<file path="src/awd_pkg.sv">
// package for the adc window detector: register map, field positions, reset values
// assumes an 8-bit special-function register port in front of the block
package awd_pkg;
   // ***************************************************
   // register offsets
   // ***************************************************
   localparam logic [7:0] ADDR_GT_HIGH   = 8'hC4;
   localparam logic [7:0] ADDR_GT_LOW    = 8'hC5;
   localparam logic [7:0] ADDR_LT_LOW    = 8'hC6;
   localparam logic [7:0] ADDR_LT_HIGH   = 8'hC7;
   localparam logic [7:0] ADDR_CTRL      = 8'hE8;
   localparam logic [7:0] ADDR_IRQ_MASK  = 8'hE9;
   localparam logic [7:0] ADDR_RESULT_LO = 8'hBE;
   localparam logic [7:0] ADDR_RESULT_HI = 8'hBF;
   // ***************************************************
   // field positions and reset values
   // ***************************************************
   localparam int unsigned CTRL_FLAG_BIT   = 2;
   localparam int unsigned CTRL_DIFF_BIT   = 0;
   localparam int unsigned CTRL_LJUST_BIT  = 1;
   localparam int unsigned MASK_FLAG_BIT   = 2;
   localparam logic [7:0]  LIMIT_RESET     = 8'h00;
   localparam logic [7:0]  CTRL_RESET      = 8'h00;
   localparam logic [7:0]  MASK_RESET      = 8'h00;
   localparam logic [15:0] WORD_RESET      = 16'h0000;
endpackage

</file>
<file path="src/awd_cmp_if.sv">
// interface carrying one conversion result and the limits into the comparator
// assumes a single clock domain; the comparator is purely combinational
`timescale 1ns/100ps
interface awd_cmp_if;
   logic [15:0] result;
   logic [15:0] less_than;
   logic [15:0] greater_than;
   logic        signed_mode;
   logic        hit;
   modport ctrl (output result, output less_than, output greater_than,
                 output signed_mode, input hit);
   modport cmp  (input result, input less_than, input greater_than,
                 input signed_mode, output hit);
endinterface

</file>
<file path="src/awd_window_detector.sv">
// adc window detector: limit registers, result capture, sticky window flag, interrupt
// assumes the converter pulses conv_done for one cycle with conv_result valid
//
// Design decision made here: the plain strobed port.
`timescale 1ns/100ps

// Operation
// Every conversion result is compared against both limit words and a hit is signalled.
// The window compare flag is readable in the converter control register for polling.
// Each limit is loaded as separate high and low bytes, held as comparison references.
// The limit ordering selects whether the flag marks results inside or outside the window.
// The less-than high byte is a read/write register at address 0xC7 holding bits 15 to 8.
// With less-than above greater-than both tests must hold, otherwise either test suffices.
// In differential configuration result and limits compare as two's complement values.
// The flag stays set until software clears it; a failed compare leaves it unchanged.
module awd_window_detector
(
   input  wire logic        ref_clk,
   input  wire logic        reset_n,
   input  wire logic [7:0]  reg_addr,
   input  wire logic [7:0]  reg_wdata,
   input  wire logic        reg_write,
   input  wire logic        reg_read,
   output logic      [7:0]  reg_rdata,
   input  wire logic        conv_done,
   input  wire logic [15:0] conv_result,
   output logic             window_irq,
   output logic             window_compare_flag,
   output logic             input_pair_config,
   output logic             result_left_justify_select
);
   // ***************************************************
   // register state
   // ***************************************************
   logic [7:0]  gt_high_q, gt_low_q, lt_high_q, lt_low_q;
   logic [7:0]  ctrl_q;
   logic [7:0]  mask_q;
   logic [15:0] result_q;
   logic        flag_q;
   logic        flag_d;
   logic [7:0]  rdata_q;
   logic [7:0]  rdata_d;

   // ***************************************************
   // decode
   // ***************************************************
   wire wr_gt_high = reg_write & (reg_addr == awd_pkg::ADDR_GT_HIGH);
   wire wr_gt_low  = reg_write & (reg_addr == awd_pkg::ADDR_GT_LOW);
   wire wr_lt_high = reg_write & (reg_addr == awd_pkg::ADDR_LT_HIGH);
   wire wr_lt_low  = reg_write & (reg_addr == awd_pkg::ADDR_LT_LOW);
   wire wr_ctrl    = reg_write & (reg_addr == awd_pkg::ADDR_CTRL);
   wire wr_mask    = reg_write & (reg_addr == awd_pkg::ADDR_IRQ_MASK);
   wire flag_clear = wr_ctrl & reg_wdata[awd_pkg::CTRL_FLAG_BIT];

   // ***************************************************
   // comparator
   // ***************************************************
   awd_cmp_if cmp_bus ();
   assign cmp_bus.result       = conv_result;
   assign cmp_bus.less_than    = {lt_high_q, lt_low_q};
   assign cmp_bus.greater_than = {gt_high_q, gt_low_q};
   assign cmp_bus.signed_mode  = ctrl_q[awd_pkg::CTRL_DIFF_BIT];

   awd_compare u_compare
   (
      .c (cmp_bus.cmp)
   );

   wire hit_event = conv_done & cmp_bus.hit;

   // a hit in the clearing cycle wins so no event is lost
   always_comb
   begin
      flag_d = flag_q;
      if (flag_clear)
      begin
         flag_d = 1'b0;
      end
      if (hit_event)
      begin
         flag_d = 1'b1;
      end
   end

   // ***************************************************
   // registers
   // ***************************************************
   // limit bytes load one at a time, so a half-written limit is compared until both land
   always_ff @(posedge ref_clk or negedge reset_n)
   begin
      if (!reset_n)
      begin
         gt_high_q <= awd_pkg::LIMIT_RESET;
      end
      else if (wr_gt_high)
      begin
         gt_high_q <= reg_wdata;
      end
   end

   always_ff @(posedge ref_clk or negedge reset_n)
   begin
      if (!reset_n)
      begin
         gt_low_q <= awd_pkg::LIMIT_RESET;
      end
      else if (wr_gt_low)
      begin
         gt_low_q <= reg_wdata;
      end
   end

   always_ff @(posedge ref_clk or negedge reset_n)
   begin
      if (!reset_n)
      begin
         lt_high_q <= awd_pkg::LIMIT_RESET;
      end
      else if (wr_lt_high)
      begin
         lt_high_q <= reg_wdata;
      end
   end

   always_ff @(posedge ref_clk or negedge reset_n)
   begin
      if (!reset_n)
      begin
         lt_low_q <= awd_pkg::LIMIT_RESET;
      end
      else if (wr_lt_low)
      begin
         lt_low_q <= reg_wdata;
      end
   end

   always_ff @(posedge ref_clk or negedge reset_n)
   begin
      if (!reset_n)
      begin
         ctrl_q <= awd_pkg::CTRL_RESET;
      end
      else if (wr_ctrl)
      begin
         ctrl_q <= reg_wdata;
      end
   end

   always_ff @(posedge ref_clk or negedge reset_n)
   begin
      if (!reset_n)
      begin
         mask_q <= awd_pkg::MASK_RESET;
      end
      else if (wr_mask)
      begin
         mask_q <= reg_wdata;
      end
   end

   always_ff @(posedge ref_clk or negedge reset_n)
   begin
      if (!reset_n)
      begin
         result_q <= awd_pkg::WORD_RESET;
      end
      else if (conv_done)
      begin
         result_q <= conv_result;
      end
   end

   always_ff @(posedge ref_clk or negedge reset_n)
   begin
      if (!reset_n)
      begin
         flag_q <= 1'b0;
      end
      else
      begin
         flag_q <= flag_d;
      end
   end

   always_ff @(posedge ref_clk or negedge reset_n)
   begin
      if (!reset_n)
      begin
         rdata_q <= 8'h00;
      end
      else
      begin
         rdata_q <= rdata_d;
      end
   end

   // ***************************************************
   // read path
   // ***************************************************
   // flag bit of the control register reflects live flag, other bits as stored
   wire [7:0] ctrl_view = {ctrl_q[7:3], flag_q, ctrl_q[1:0]};

   always_comb
   begin
      rdata_d = 8'h00;
      if (reg_read)
      begin
         unique case (reg_addr)
            awd_pkg::ADDR_GT_HIGH:   rdata_d = gt_high_q;
            awd_pkg::ADDR_GT_LOW:    rdata_d = gt_low_q;
            awd_pkg::ADDR_LT_HIGH:   rdata_d = lt_high_q;
            awd_pkg::ADDR_LT_LOW:    rdata_d = lt_low_q;
            awd_pkg::ADDR_CTRL:      rdata_d = ctrl_view;
            awd_pkg::ADDR_IRQ_MASK:  rdata_d = mask_q;
            awd_pkg::ADDR_RESULT_LO: rdata_d = result_q[7:0];
            awd_pkg::ADDR_RESULT_HI: rdata_d = result_q[15:8];
            default:                 rdata_d = 8'h00;
         endcase
      end
   end

   assign reg_rdata                  = rdata_q;
   assign window_compare_flag        = flag_q;
   assign window_irq                 = flag_q & mask_q[awd_pkg::MASK_FLAG_BIT];
   assign input_pair_config          = ctrl_q[awd_pkg::CTRL_DIFF_BIT];
   assign result_left_justify_select = ctrl_q[awd_pkg::CTRL_LJUST_BIT];
endmodule

</file>
<file path="src/awd_compare.sv">
// window comparison of one result word against the two limits
// assumes all inputs stable in the cycle the end-of-conversion strobe is seen
`timescale 1ns/100ps
module awd_compare
(
   awd_cmp_if.cmp c
);
   wire below_lt;
   wire above_gt;
   wire inside_mode;

   // differential results are two's complement, so 0xFFFF is minus one
   assign below_lt = c.signed_mode ? ($signed(c.result) < $signed(c.less_than))
                                   : (c.result < c.less_than);
   assign above_gt = c.signed_mode ? ($signed(c.result) > $signed(c.greater_than))
                                   : (c.result > c.greater_than);
   assign inside_mode = c.signed_mode ? ($signed(c.less_than) > $signed(c.greater_than))
                                      : (c.less_than > c.greater_than);
   // ordered limits give an inside window, reversed limits an outside one
   assign c.hit = inside_mode ? (below_lt & above_gt) : (below_lt | above_gt);
endmodule

</file>
<file path="config.mk">
export PLATFORM = sky130hd
export DESIGN_NAME = awd_window_detector
export DESIGN_NICKNAME = d
export VERILOG_FILES = /design/src/awd_pkg.sv /design/src/awd_cmp_if.sv /design/src/awd_window_detector.sv /design/src/awd_compare.sv
export SDC_FILE = /design/constraint.sdc
export NUM_CORES = 1
export LEC_CHECK = 0
export BUFFER_PORTS_ARGS = -buffer_cell sky130_fd_sc_hd__buf_2
export CAP_MARGIN = 25
export CELL_PAD_IN_SITES_DETAIL_PLACEMENT = 0
export CELL_PAD_IN_SITES_GLOBAL_PLACEMENT = 1
export CORE_MARGIN = 4
export CORE_UTILIZATION = 50
export CTS_BUF_LIST = sky130_fd_sc_hd__clkbuf_4
export CTS_CLUSTER_DIAMETER = 60
export DETAILED_ROUTE_END_ITERATION = 6
export PLACE_DENSITY_LB_ADDON = 0.1
export SLEW_MARGIN = 20
export SYNTH_ARGS = -nofsm -noshare
export SYNTH_HDL_FRONTEND = slang
export SYNTH_HIERARCHICAL = 1
export SYNTH_SLANG_ARGS = --single-unit
</file>
<file path="constraint.sdc">
create_clock -name ref_clk -period 4 [get_ports ref_clk]
set_input_delay 0.4 -clock ref_clk [delete_from_list [all_inputs] [get_ports ref_clk]]
set_output_delay 0.4 -clock ref_clk [all_outputs]
set_load 0.03 [all_outputs]
</file>
==> results.py, run 1 <==
metrics = {
    "cells_and_area": {
        "syn_to_final_growth_pct": 9.960,
        "layout.nets": 508,
        "fillers": 779,
        "seqCellArea_mm2": 0.001802,
        "final_layout_size_suffix_gt1_share_pct": 33.80,
        "num_antenna_cells": 0,
        "multi_input_area_mm2": 0.002430,
    },
    "setup_path": {
        "r2r_cells": 10,
        "cp.required_ns": 4.32,
        "start_kind": "flip-flop",
        "worst_ep_arrival_time_ns": 3.01,
        "crit_path_end_kind": "flip-flop",
        "timing.reg2reg.setup_slack_ns": 1.30,
        "critPathKind": "flip-flop to flip-flop",
        "rr_startpoint": "gt_high_q[7]",
        "cp_max_fo": 3,
        "rr_endpoint": "window_compare_flag",
    },
    "synthesis": {
        "ys_warn_count": 6,
        "syn_area_mm2": 0.004422,
        "synth_edf_count": 0,
        "synthArstFlopShare_pct": 100.0,
        "synthFlopType": "dfrtp_1",
        "synthCells": 375,
        "syn-num-nets": 459,
        "synth-seq-cells": 72,
        "avgSynthCellArea_um2": 11.79,
        "ys_seq_area_share_pct": 40.75,
        "synth.distinct_cells": 47,
    },
    "power_and_ir_drop": {
        "peakVddDrop_mv": 0.1783,
        "power.density_mw_per_mm2": 306.4,
        "combPwrFrac_pct": 18.5,
        "pwr-share-seq_pct": 53.4,
        "cellLeakagePower_nw": 2.306,
        "p_total_mw": 1.490,
        "p_sw_share_pct": 30.84,
        "p_sw_uw": 459.5,
        "p_int_mw": 1.030,
        "p_clk_share_pct": 28.0,
    },
    "clock_network": {
        "cts-resized-gates": 0,
        "root_buffer": "clkbuf_4",
        "postCtsHoldBufs": 0,
        "clkSinkCount": 72,
        "post_cts_buffers": 0,
        "tritoncts": "yes",
        "clockBufferDepth": 2,
        "htreeDepth": 3,
        "clkLatencyLatePin_ns": 0.43,
        "numCtsBuffers": 9,
        "clk_pin_slew_ns": 0.13,
    },
    "detailed_routing": {
        "drcViolationCount": 0,
        "viasPerCell": 5.682,
        "antenna_left": 0,
        "totalWireLength_um": 10220,
        "first_iter_violations": 71,
        "wire_per_inst_um": 19.02,
        "dr.pass1.iters": 4,
        "vias": 3051,
    },
    "floorplanning": {
        "num_rows": 34,
        "num_io_pins": 49,
        "design.core.area_mm2": 0.008678,
        "die_x_um": 102.0,
        "initial_core_util_pct": 50.95,
        "fp.dieH_um": 102.0,
        "die_area_mm2": 0.01041,
    },
    "grt": {
        "grt_pass1_vias": 3098,
        "grt_pass1_wl_um": 16420,
        "grt_antenna_before_repair": 0,
        "grtUsageTotal_pct": 20.90,
        "grt_overflow_total": 0,
        "grt_max_degree": 73,
    },
    "sta": {
        "finClkSkew_ns": 0.02368,
        "period_minus_slack_ns": 2.695,
        "setup_viol": 0,
        "final.period_utilization_pct": 67.38,
        "drv_slew": 0,
        "timing.fmax_ghz": 0.3710,
        "worst_pin_slew_ns": 0.9370,
        "fin_tns_setup_ns": 0,
        "slew_headroom_pct": 37.54,
        "finalHoldViolCount": 0,
        "rsz0062_at_grt": "no",
    },
    "worst_hold_path": {
        "min-delay-path-class": "input pin to asynchronous set/reset pin",
    },
    "place": {
        "io_buffers": 48,
        "dpl.hpwl_um": 7803,
        "place.gp.congestion": 0.8486,
    },
    "run_status": {
        "status": "complete, no violations",
    },
    "job": {
        "cap_violations": 0,
    },
}
[cells in the mapped netlist (all sizes together), types with 2 or more instances]
cell type,n,share of area [%]
a21o,4,0.68
a21oi,27,3.1
a31oi,2,0.28
and2b,2,0.37
and4,3,0.59
buf,10,1.4
dfrtp,72,41
ha,47,13
inv,33,2.8
mux2,63,16
mux2i,17,3.8
mux4,8,4.1
nand2,20,1.7
nand2b,2,0.28
nand3,7,1.2
nand4,7,0.99
nand4b,5,1.3
nor2,8,0.68
nor2b,2,0.28
nor3,4,0.82
o21a,2,0.34
o21ai,7,0.79
o22a,8,1.6
[layout by cell type, fill, tap and decap left out, drive strengths merged, types with 2 or more instances in the layout]
master	count
and4	3
o21a	2
and2b	2
o21ai	7
a31oi	2
nor2	8
nor3	4
nand2	20
dfrtp	72
mux2	63
mux4	8
inv	33
clkinv	4
a21o	4
a21oi	27
nand3	7
nand4b	5
clkbuf	10
o22a	8
nand4	7
clkinvlp	2
nor2b	2
buf	49
ha	47
mux2i	17
nand2b	2
[worst max path at each step]
stage                     cells past startpoint             endpoint             from  slack [ns]
final                                        10  window_compare_flag     gt_high_q[7]        1.30
after global routing                         10  window_compare_flag     gt_high_q[7]        1.12
after CTS                                    10  window_compare_flag     gt_high_q[7]        1.27
after detailed placement                     10  window_compare_flag  conv_result[15]        1.21
after global placement                       10  window_compare_flag  conv_result[15]        1.32
after floorplan                               9  window_compare_flag  conv_result[15]        1.58
[cell families after synthesis]
family	count (synthesis)	share of synthesized area, %
muxes	88	23.97
AOI/OAI and AO/OA	57	8.150
and+or+nand+nor	65	9.112
buffers and inverters	44	4.301
adders and majority gates	48	13.53
DFF	72	40.75
xor gates and xnor gates	1	0.1981
[routing by layer]
| layer | wire, um | vias to the layer above | track usage (%) |
|---|---|---|---|
| li1 | - | 1477 | - |
| met1 | 4598 | 1519 | 27.95 |
| met3 | 306 | 11 | 3.549 |
| met4 | 123 | 0 | 5.853 |
| met2 | 5187 | 44 | 35.13 |
| met5 | 0 | - | 0 |
[registers in the layout, indices dropped and copies added, names as in the netlist]
name,flops
result_q,16
gt_high_q,8
gt_low_q,8
lt_high_q,8
lt_low_q,8
mask_q,8
reg_rdata,8
ctrl_q,7
window_compare_flag,1
[power by group through the flow]
stage	registers [mW]	clock network [mW]	logic (mW)
floorplan	0.801	0	0.183
global placement	0.809	0	0.273
detailed placement	0.811	0	0.278
CTS	0.796	0.430	0.280
global route	0.801	0.461	0.313
finish	0.796	0.418	0.276
[layout make-up]
cell class	instances	area share [%]
Multi-Input combinational cell	259	49.97
Tap cell	108	2.779
Clock inverter	6	0.9521
Timing Repair Buffer	49	5.147
Sequential cell	72	37.06
Clock buffer	10	1.544
Inverter	33	2.548
[per-stage QoR]
stage / cells / setup slack (ns) / utilization [%] / cell area, um^2 / hold WS [ns]
final: 537 / 1.305 / 56.03 / 4862 / 0.09299
after floorplan: 375 / 1.578 / - / 4422 / 0.1044
after global routing: 537 / 1.124 / 56.03 / 4862 / 0.1465
after CTS: 537 / 1.272 / 56.03 / 4862 / 0.1379
after detailed placement: 521 / 1.211 / 54.63 / 4741 / 0.4947
after global placement: 521 / 1.317 / 54.63 / 4741 / 0.4883
[critical path: stages (launching register included)]
cell and delay [ns]:
dfrtp_1 0.39, inv_1 0.07, ha_1 0.32, nand4_1 0.18, or4_1 0.60, a21oi_1 0.19, nor3_2 0.07, xnor2_1 0.13
o21a_1 0.11, maj3_1 0.33, a22o_1 0.20
(Power assumes the default switching activity.)
==> run 2: changes to the inputs <==
--- a/config.mk
+++ b/config.mk
@@ -10,7 +10,7 @@
 export CELL_PAD_IN_SITES_DETAIL_PLACEMENT = 0
 export CELL_PAD_IN_SITES_GLOBAL_PLACEMENT = 1
 export CORE_MARGIN = 4
-export CORE_UTILIZATION = 50
+export CORE_UTILIZATION = 49
 export CTS_BUF_LIST = sky130_fd_sc_hd__clkbuf_4
 export CTS_CLUSTER_DIAMETER = 60
 export DETAILED_ROUTE_END_ITERATION = 6
==> constraint.sdc (replaced) <==
create_clock -name ref_clk -period 2.61 [get_ports ref_clk]
set_input_delay 0.261 -clock ref_clk [delete_from_list [all_inputs] [get_ports ref_clk]]
set_output_delay 0.261 -clock ref_clk [all_outputs]
set_load 0.03 [all_outputs]
==> results.py, run 2 (same netlist as run 1, synthesis figures left out) <==
metrics = {
    "clock_network": {
        "numCtsBuffers": 9,
        "clkLatencyLatePin_ns": 0.41,
        "clk_pin_slew_ns": 0.12,
        "htreeDepth": 3,
        "root_buffer": "clkbuf_4",
        "clkSinkCount": 72,
        "clockBufferDepth": 2,
        "tritoncts": "yes",
    },
    "cells_and_area": {
        "final_cell_mix": "dfrtp_1 (72), mux2_2 (63), buf_2 (47), ha_1 (45), inv_1 (30)",
        "final_layout_size_suffix_gt1_share_pct": 36.53,
        "fillers": 792,
        "largest_register": "result_q",
        "layout.nets": 517,
        "seqCellArea_mm2": 0.001802,
        "fin_cells": 546,
        "finalInstanceArea_mm2": 0.004989,
        "largest_register_ff_count": 16,
        "syn_to_final_growth_pct": 12.82,
        "multi_input_area_mm2": 0.002470,
        "num_antenna_cells": 0,
        "final_common_cell": "dfrtp_1",
    },
    "grt": {
        "grt_overflow_total": 0,
        "grtUsageTotal_pct": 20.87,
        "grt_max_degree": 73,
        "grt_pass1_wl_um": 16350,
        "grt_antenna_before_repair": 0,
        "grt_pass1_vias": 3136,
    },
    "setup_path": {
        "cp.required_ns": 2.92,
        "crit_path_end_kind": "flip-flop",
        "worst_ep_arrival_time_ns": 2.78,
        "critPathKind": "flip-flop to flip-flop",
        "start_kind": "flip-flop",
        "cp_max_fo": 3,
    },
    "floorplanning": {
        "num_rows": 34,
        "fp.dieH_um": 103.0,
        "num_io_pins": 49,
        "initial_core_util_pct": 50.46,
        "die_area_mm2": 0.01061,
        "design.core.area_mm2": 0.008763,
        "die_x_um": 103.0,
    },
    "power_and_ir_drop": {
        "p_total_mw": 2.365,
        "p_int_mw": 1.671,
        "p_sw_uw": 693.6,
        "pwr-share-seq_pct": 51.7,
        "cellLeakagePower_nw": 2.362,
        "p_clk_share_pct": 29.7,
        "power.density_mw_per_mm2": 474.1,
        "p_sw_share_pct": 29.33,
        "combPwrFrac_pct": 18.7,
        "peakVddDrop_mv": 0.2401,
    },
    "sta": {
        "rsz0062_at_grt": "no",
        "period_minus_slack_ns": 2.468,
        "setup_viol": 0,
        "drv_slew": 0,
        "fin_tns_setup_ns": 0,
        "finClkSkew_ns": 0.007999,
        "finalHoldViolCount": 0,
        "holdWs_ns": 0.09993,
        "final.period_utilization_pct": 94.55,
        "worst_pin_slew_ns": 0.9186,
        "slew_headroom_pct": 38.76,
        "timing.fmax_ghz": 0.4052,
    },
    "place": {
        "dpl.hpwl_um": 8063,
        "dp.cells": 525,
        "io_buffers": 48,
        "place.gp.congestion": 0.8580,
        "placed_area_mm2": 0.004777,
    },
    "detailed_routing": {
        "antenna_left": 0,
        "totalWireLength_um": 10400,
        "drcViolationCount": 0,
        "wire_per_inst_um": 19.05,
        "dr.pass1.iters": 6,
        "vias": 3119,
        "first_iter_violations": 108,
        "viasPerCell": 5.712,
    },
    "worst_hold_path": {
        "min-delay-path-class": "input pin to flip-flop",
    },
    "job": {
        "cap_violations": 0,
    },
    "run_status": {
        "status": "complete, no violations",
    },
}
## run 2: cell types whose count changed in the layout (fill, tap and decap cells not counted), moves of 2 or more
cell / before / now
buf_4: 2 / 10
inv_1: 33 / 30
inv_2: 0 / 3
clkinv_1: 0 / 2
clkinv_4: 3 / 1
ha_1: 47 / 45
ha_4: 0 / 2
## run 2: per-layer routing
layer / vias up / GRT usage (%) / wire length (um)
met2: 50 / 35.96 / 5282
met5: - / 0 / 0
met1: 1564 / 26.76 / 4622
li1: 1495 / - / -
met4: 0 / 5.478 / 190
met3: 10 / 4.330 / 304
## run 2: what timing repair did
action,4_1_cts,5_1_grt
hold endpoints to repair,31,0
setup endpoints to repair,0,1
hold buffers,1,0
gates resized for setup,0,8
setup buffers,0,4
## run 2: area by class of cell
cell class                      instances  area share (%)
Sequential cell                        72           36.12
Multi-Input combinational cell        259           49.51
Clock inverter                          7           1.405
Inverter                               33           2.483
Clock buffer                            9           1.354
Timing Repair Buffer                   58           6.421
Tap cell                              108           2.709
## run 2: critical path: stages (launching register included)
cell	delay [ns]
dfrtp_1	0.41
inv_2	0.07
ha_1	0.27
nand4_1	0.13
or4_4	0.57
a21oi_2	0.14
nor3_2	0.06
xnor2_1	0.13
o21a_1	0.11
maj3_2	0.30
a22o_1	0.20
## run 2: through the flow
step           util [%]  setup slack (ns)
2_1_floorplan         -            0.2018
3_3_place_gp      54.51            0.1016
3_5_place_dp      54.51          0.008457
4_1_cts           56.20         0.0009170
5_1_grt           56.92           0.03822
6_report          56.92            0.1422
## run 2: worst paths after layout
check | from | to | slack [ns] | cells past startpoint
max | gt_high_q[4] | window_compare_flag | 0.14 | 10
min | conv_result[0] | result_q[0] | 0.1 | 2
max reg2reg | gt_high_q[4] | window_compare_flag | 0.14 | 10
min reg2reg | mask_q[1] | mask_q[1] | 0.52 | 1
max in group asynchronous | reset_n | gt_high_q[1] | 1.49 | 2
min in group asynchronous | reset_n | result_q[4] | 0.51 | 2
## run 2: power groups by stage
stage / sequential (mW) / combinational [mW] / clock, mW
3_5_place_dp: 1.25 / 0.429 / 0
6_report: 1.22 / 0.441 / 0.702
4_1_cts: 1.22 / 0.434 / 0.724
5_1_grt: 1.23 / 0.501 / 0.781
2_1_floorplan: 1.23 / 0.280 / 0
3_3_place_gp: 1.24 / 0.423 / 0
==> run 3: changes to the inputs <==
--- a/config.mk
+++ b/config.mk
@@ -5,6 +5,7 @@
 export SDC_FILE = /design/constraint.sdc
 export NUM_CORES = 1
 export LEC_CHECK = 0
+export ABC_CLOCK_PERIOD_IN_PS = 2610
 export BUFFER_PORTS_ARGS = -buffer_cell sky130_fd_sc_hd__buf_2
 export CAP_MARGIN = 25
 export CELL_PAD_IN_SITES_DETAIL_PLACEMENT = 0
@@ -15,6 +16,7 @@
 export CTS_CLUSTER_DIAMETER = 60
 export DETAILED_ROUTE_END_ITERATION = 6
 export PLACE_DENSITY_LB_ADDON = 0.1
+export RECOVER_POWER = 100
 export SLEW_MARGIN = 20
 export SYNTH_ARGS = -nofsm -noshare
 export SYNTH_HDL_FRONTEND = slang
==> results.py, run 3 (same netlist as run 1, synthesis figures left out) <==
metrics = {
    "cells_and_area": {
        "finalInstanceArea_mm2": 0.004935,
        "fillers": 804,
        "syn_to_final_growth_pct": 11.60,
        "fin_util_pct": 56.31,
        "final_cell_mix": "dfrtp_1 (72), mux2_2 (63), ha_1 (45), buf_2 (34), inv_1 (30)",
        "fin_cells": 546,
        "layout.nets": 517,
        "largest_register_ff_count": 16,
        "final_layout_size_suffix_gt1_share_pct": 32.42,
        "largest_register": "result_q",
        "seqCellArea_mm2": 0.001802,
        "final_common_cell": "dfrtp_1",
        "num_antenna_cells": 0,
        "multi_input_area_mm2": 0.002445,
    },
    "sta": {
        "setup_viol": 0,
        "worst_pin_slew_ns": 1.905,
        "period_minus_slack_ns": 2.473,
        "finalHoldViolCount": 0,
        "final.period_utilization_pct": 94.74,
        "timing.fmax_ghz": 0.4044,
        "fin_tns_setup_ns": 0,
        "slew_headroom_pct": -27.02,
        "rsz0062_at_grt": "no",
        "finClkSkew_ns": 0.01032,
        "drv_slew": 100,
    },
    "job": {
        "cap_violations": 2,
    },
    "detailed_routing": {
        "totalWireLength_um": 10410,
        "dr.pass1.iters": 4,
        "wire_per_inst_um": 19.06,
        "viasPerCell": 5.705,
        "drcViolationCount": 0,
        "vias": 3115,
        "antenna_left": 0,
        "first_iter_violations": 140,
    },
    "setup_path": {
        "cp_slowest_stage_delay_ns": 0.58,
        "path_cells": "inv_2 > ha_1 > nand4_1 > or4_4 > a21oi_2 > nor3_2 > xnor2_1 > o21a_1 > maj3_2 > a22o_1",
        "worst_ep_arrival_time_ns": 2.79,
        "critPathKind": "flip-flop to flip-flop",
        "cp_num_buf_inv": 1,
        "cp_max_fo": 3,
        "cp_top_family": "simple AND/OR/NAND/NOR gates",
        "cpMaxStageDelayCell": "or4_4",
        "crit_path_end_kind": "flip-flop",
        "start_kind": "flip-flop",
        "cp.required_ns": 2.92,
    },
    "clock_network": {
        "tritoncts": "yes",
        "clk_pin_slew_ns": 0.12,
        "clkSinkCount": 72,
        "root_buffer": "clkbuf_4",
        "htreeDepth": 3,
        "numCtsBuffers": 9,
        "clkLatencyLatePin_ns": 0.41,
        "clockBufferDepth": 2,
    },
    "place": {
        "dpl.hpwl_um": 8063,
        "io_buffers": 48,
        "dp.cells": 525,
        "placed_area_mm2": 0.004777,
        "place.gp.congestion": 0.8580,
    },
    "run_status": {
        "status": "finished with violations",
        "violations": "capacitance limit, slew limit",
    },
    "worst_hold_path": {
        "min-delay-path-class": "input pin to flip-flop",
    },
    "floorplanning": {
        "die_x_um": 103.0,
        "num_rows": 34,
        "die_area_mm2": 0.01061,
        "fp.dieH_um": 103.0,
        "design.core.area_mm2": 0.008763,
        "num_io_pins": 49,
        "initial_core_util_pct": 50.46,
    },
    "grt": {
        "grt_pass1_wl_um": 16350,
        "grt_pass1_vias": 3136,
        "grtUsageTotal_pct": 20.87,
        "grt_antenna_before_repair": 0,
        "grt_overflow_total": 0,
        "grt_max_degree": 73,
    },
    "power_and_ir_drop": {
        "peakVddDrop_mv": 0.2404,
        "cellLeakagePower_nw": 2.287,
        "power.density_mw_per_mm2": 479.2,
    },
}
==> run 3: cell count changes in the layout (fill, tap and decap cells not counted) <==
cell,delta
buf_2,-13
buf_4,-4
clkbuf_1,+15
clkbuf_2,+2
nand3_1,+1
nand3_4,-1
nand4b_1,+1
nand4b_2,-1
nor4bb_1,+1
nor4bb_2,-1
==> run 3: layer usage <==
metal	part of all wire (%)	wire (um)	GRT usage, %	vias to the layer above
met4	1.8	190	5.478	0
met2	51	5279	35.96	56
met5	0	0	0	-
met1	44	4564	26.76	1555
li1	-	-	-	1493
met3	3.6	374	4.330	11
==> run 3: what timing repair did <==
item	4_1_cts	5_1_grt
endpoints found under the setup margin	0	1
endpoints found under the hold margin	31	0
hold buffers	1	0
resized for setup	0	8
setup buffers	0	4
==> run 3: worst register-to-register path: stages (launching register included) <==
cell     delay (ns)
dfrtp_1        0.41
inv_2          0.06
ha_1           0.27
nand4_1        0.13
or4_4          0.58
a21oi_2        0.14
nor3_2         0.06
xnor2_1        0.13
o21a_1         0.11
maj3_2         0.30
a22o_1         0.20
==> run 3: area by class of cell <==
class	count	share of cell area, %
timing repair buffer	58	5.908
tap	108	2.738
sequential	72	36.51
clock buffer	9	1.369
multi-input combinational	259	49.54
inverter	33	2.510
clock inverter	7	1.420
==> run 3: metrics by stage <==
stage,setup slack (ns),hold slack [ns],total power [mW]
5_1_grt,0.03126,0.07517,2.510
3_3_place_gp,0.1016,0.4519,1.664
3_5_place_dp,0.008457,0.4541,1.674
4_1_cts,0.0009170,0.08250,2.381
2_1_floorplan,0.2018,-0.03459,1.508
6_report,0.1372,0.1011,2.365
==> run 3: worst paths after layout <==
path | startpoint | slack (ns) | endpoint | depth (start not counted)
worst max-delay path | gt_high_q[4] | 0.14 | window_compare_flag | 10
worst min register to register | result_q[4] | 0.52 | result_q[4] | 1
worst min-delay path | conv_result[0] | 0.10 | result_q[0] | 2
min in group asynchronous | reset_n | 0.86 | result_q[4] | 2
max in group asynchronous | reset_n | 0.67 | gt_high_q[7] | 2
worst max register to register | gt_high_q[4] | 0.14 | window_compare_flag | 10
==> run 3: report_power, final <==
| group | switching (mW) | internal (mW) |
|---|---|---|
| combinational | 0.235 | 0.205 |
| sequential | 0.0477 | 1.17 |
| clock | 0.412 | 0.290 |
| total | 0.695 | 1.67 |
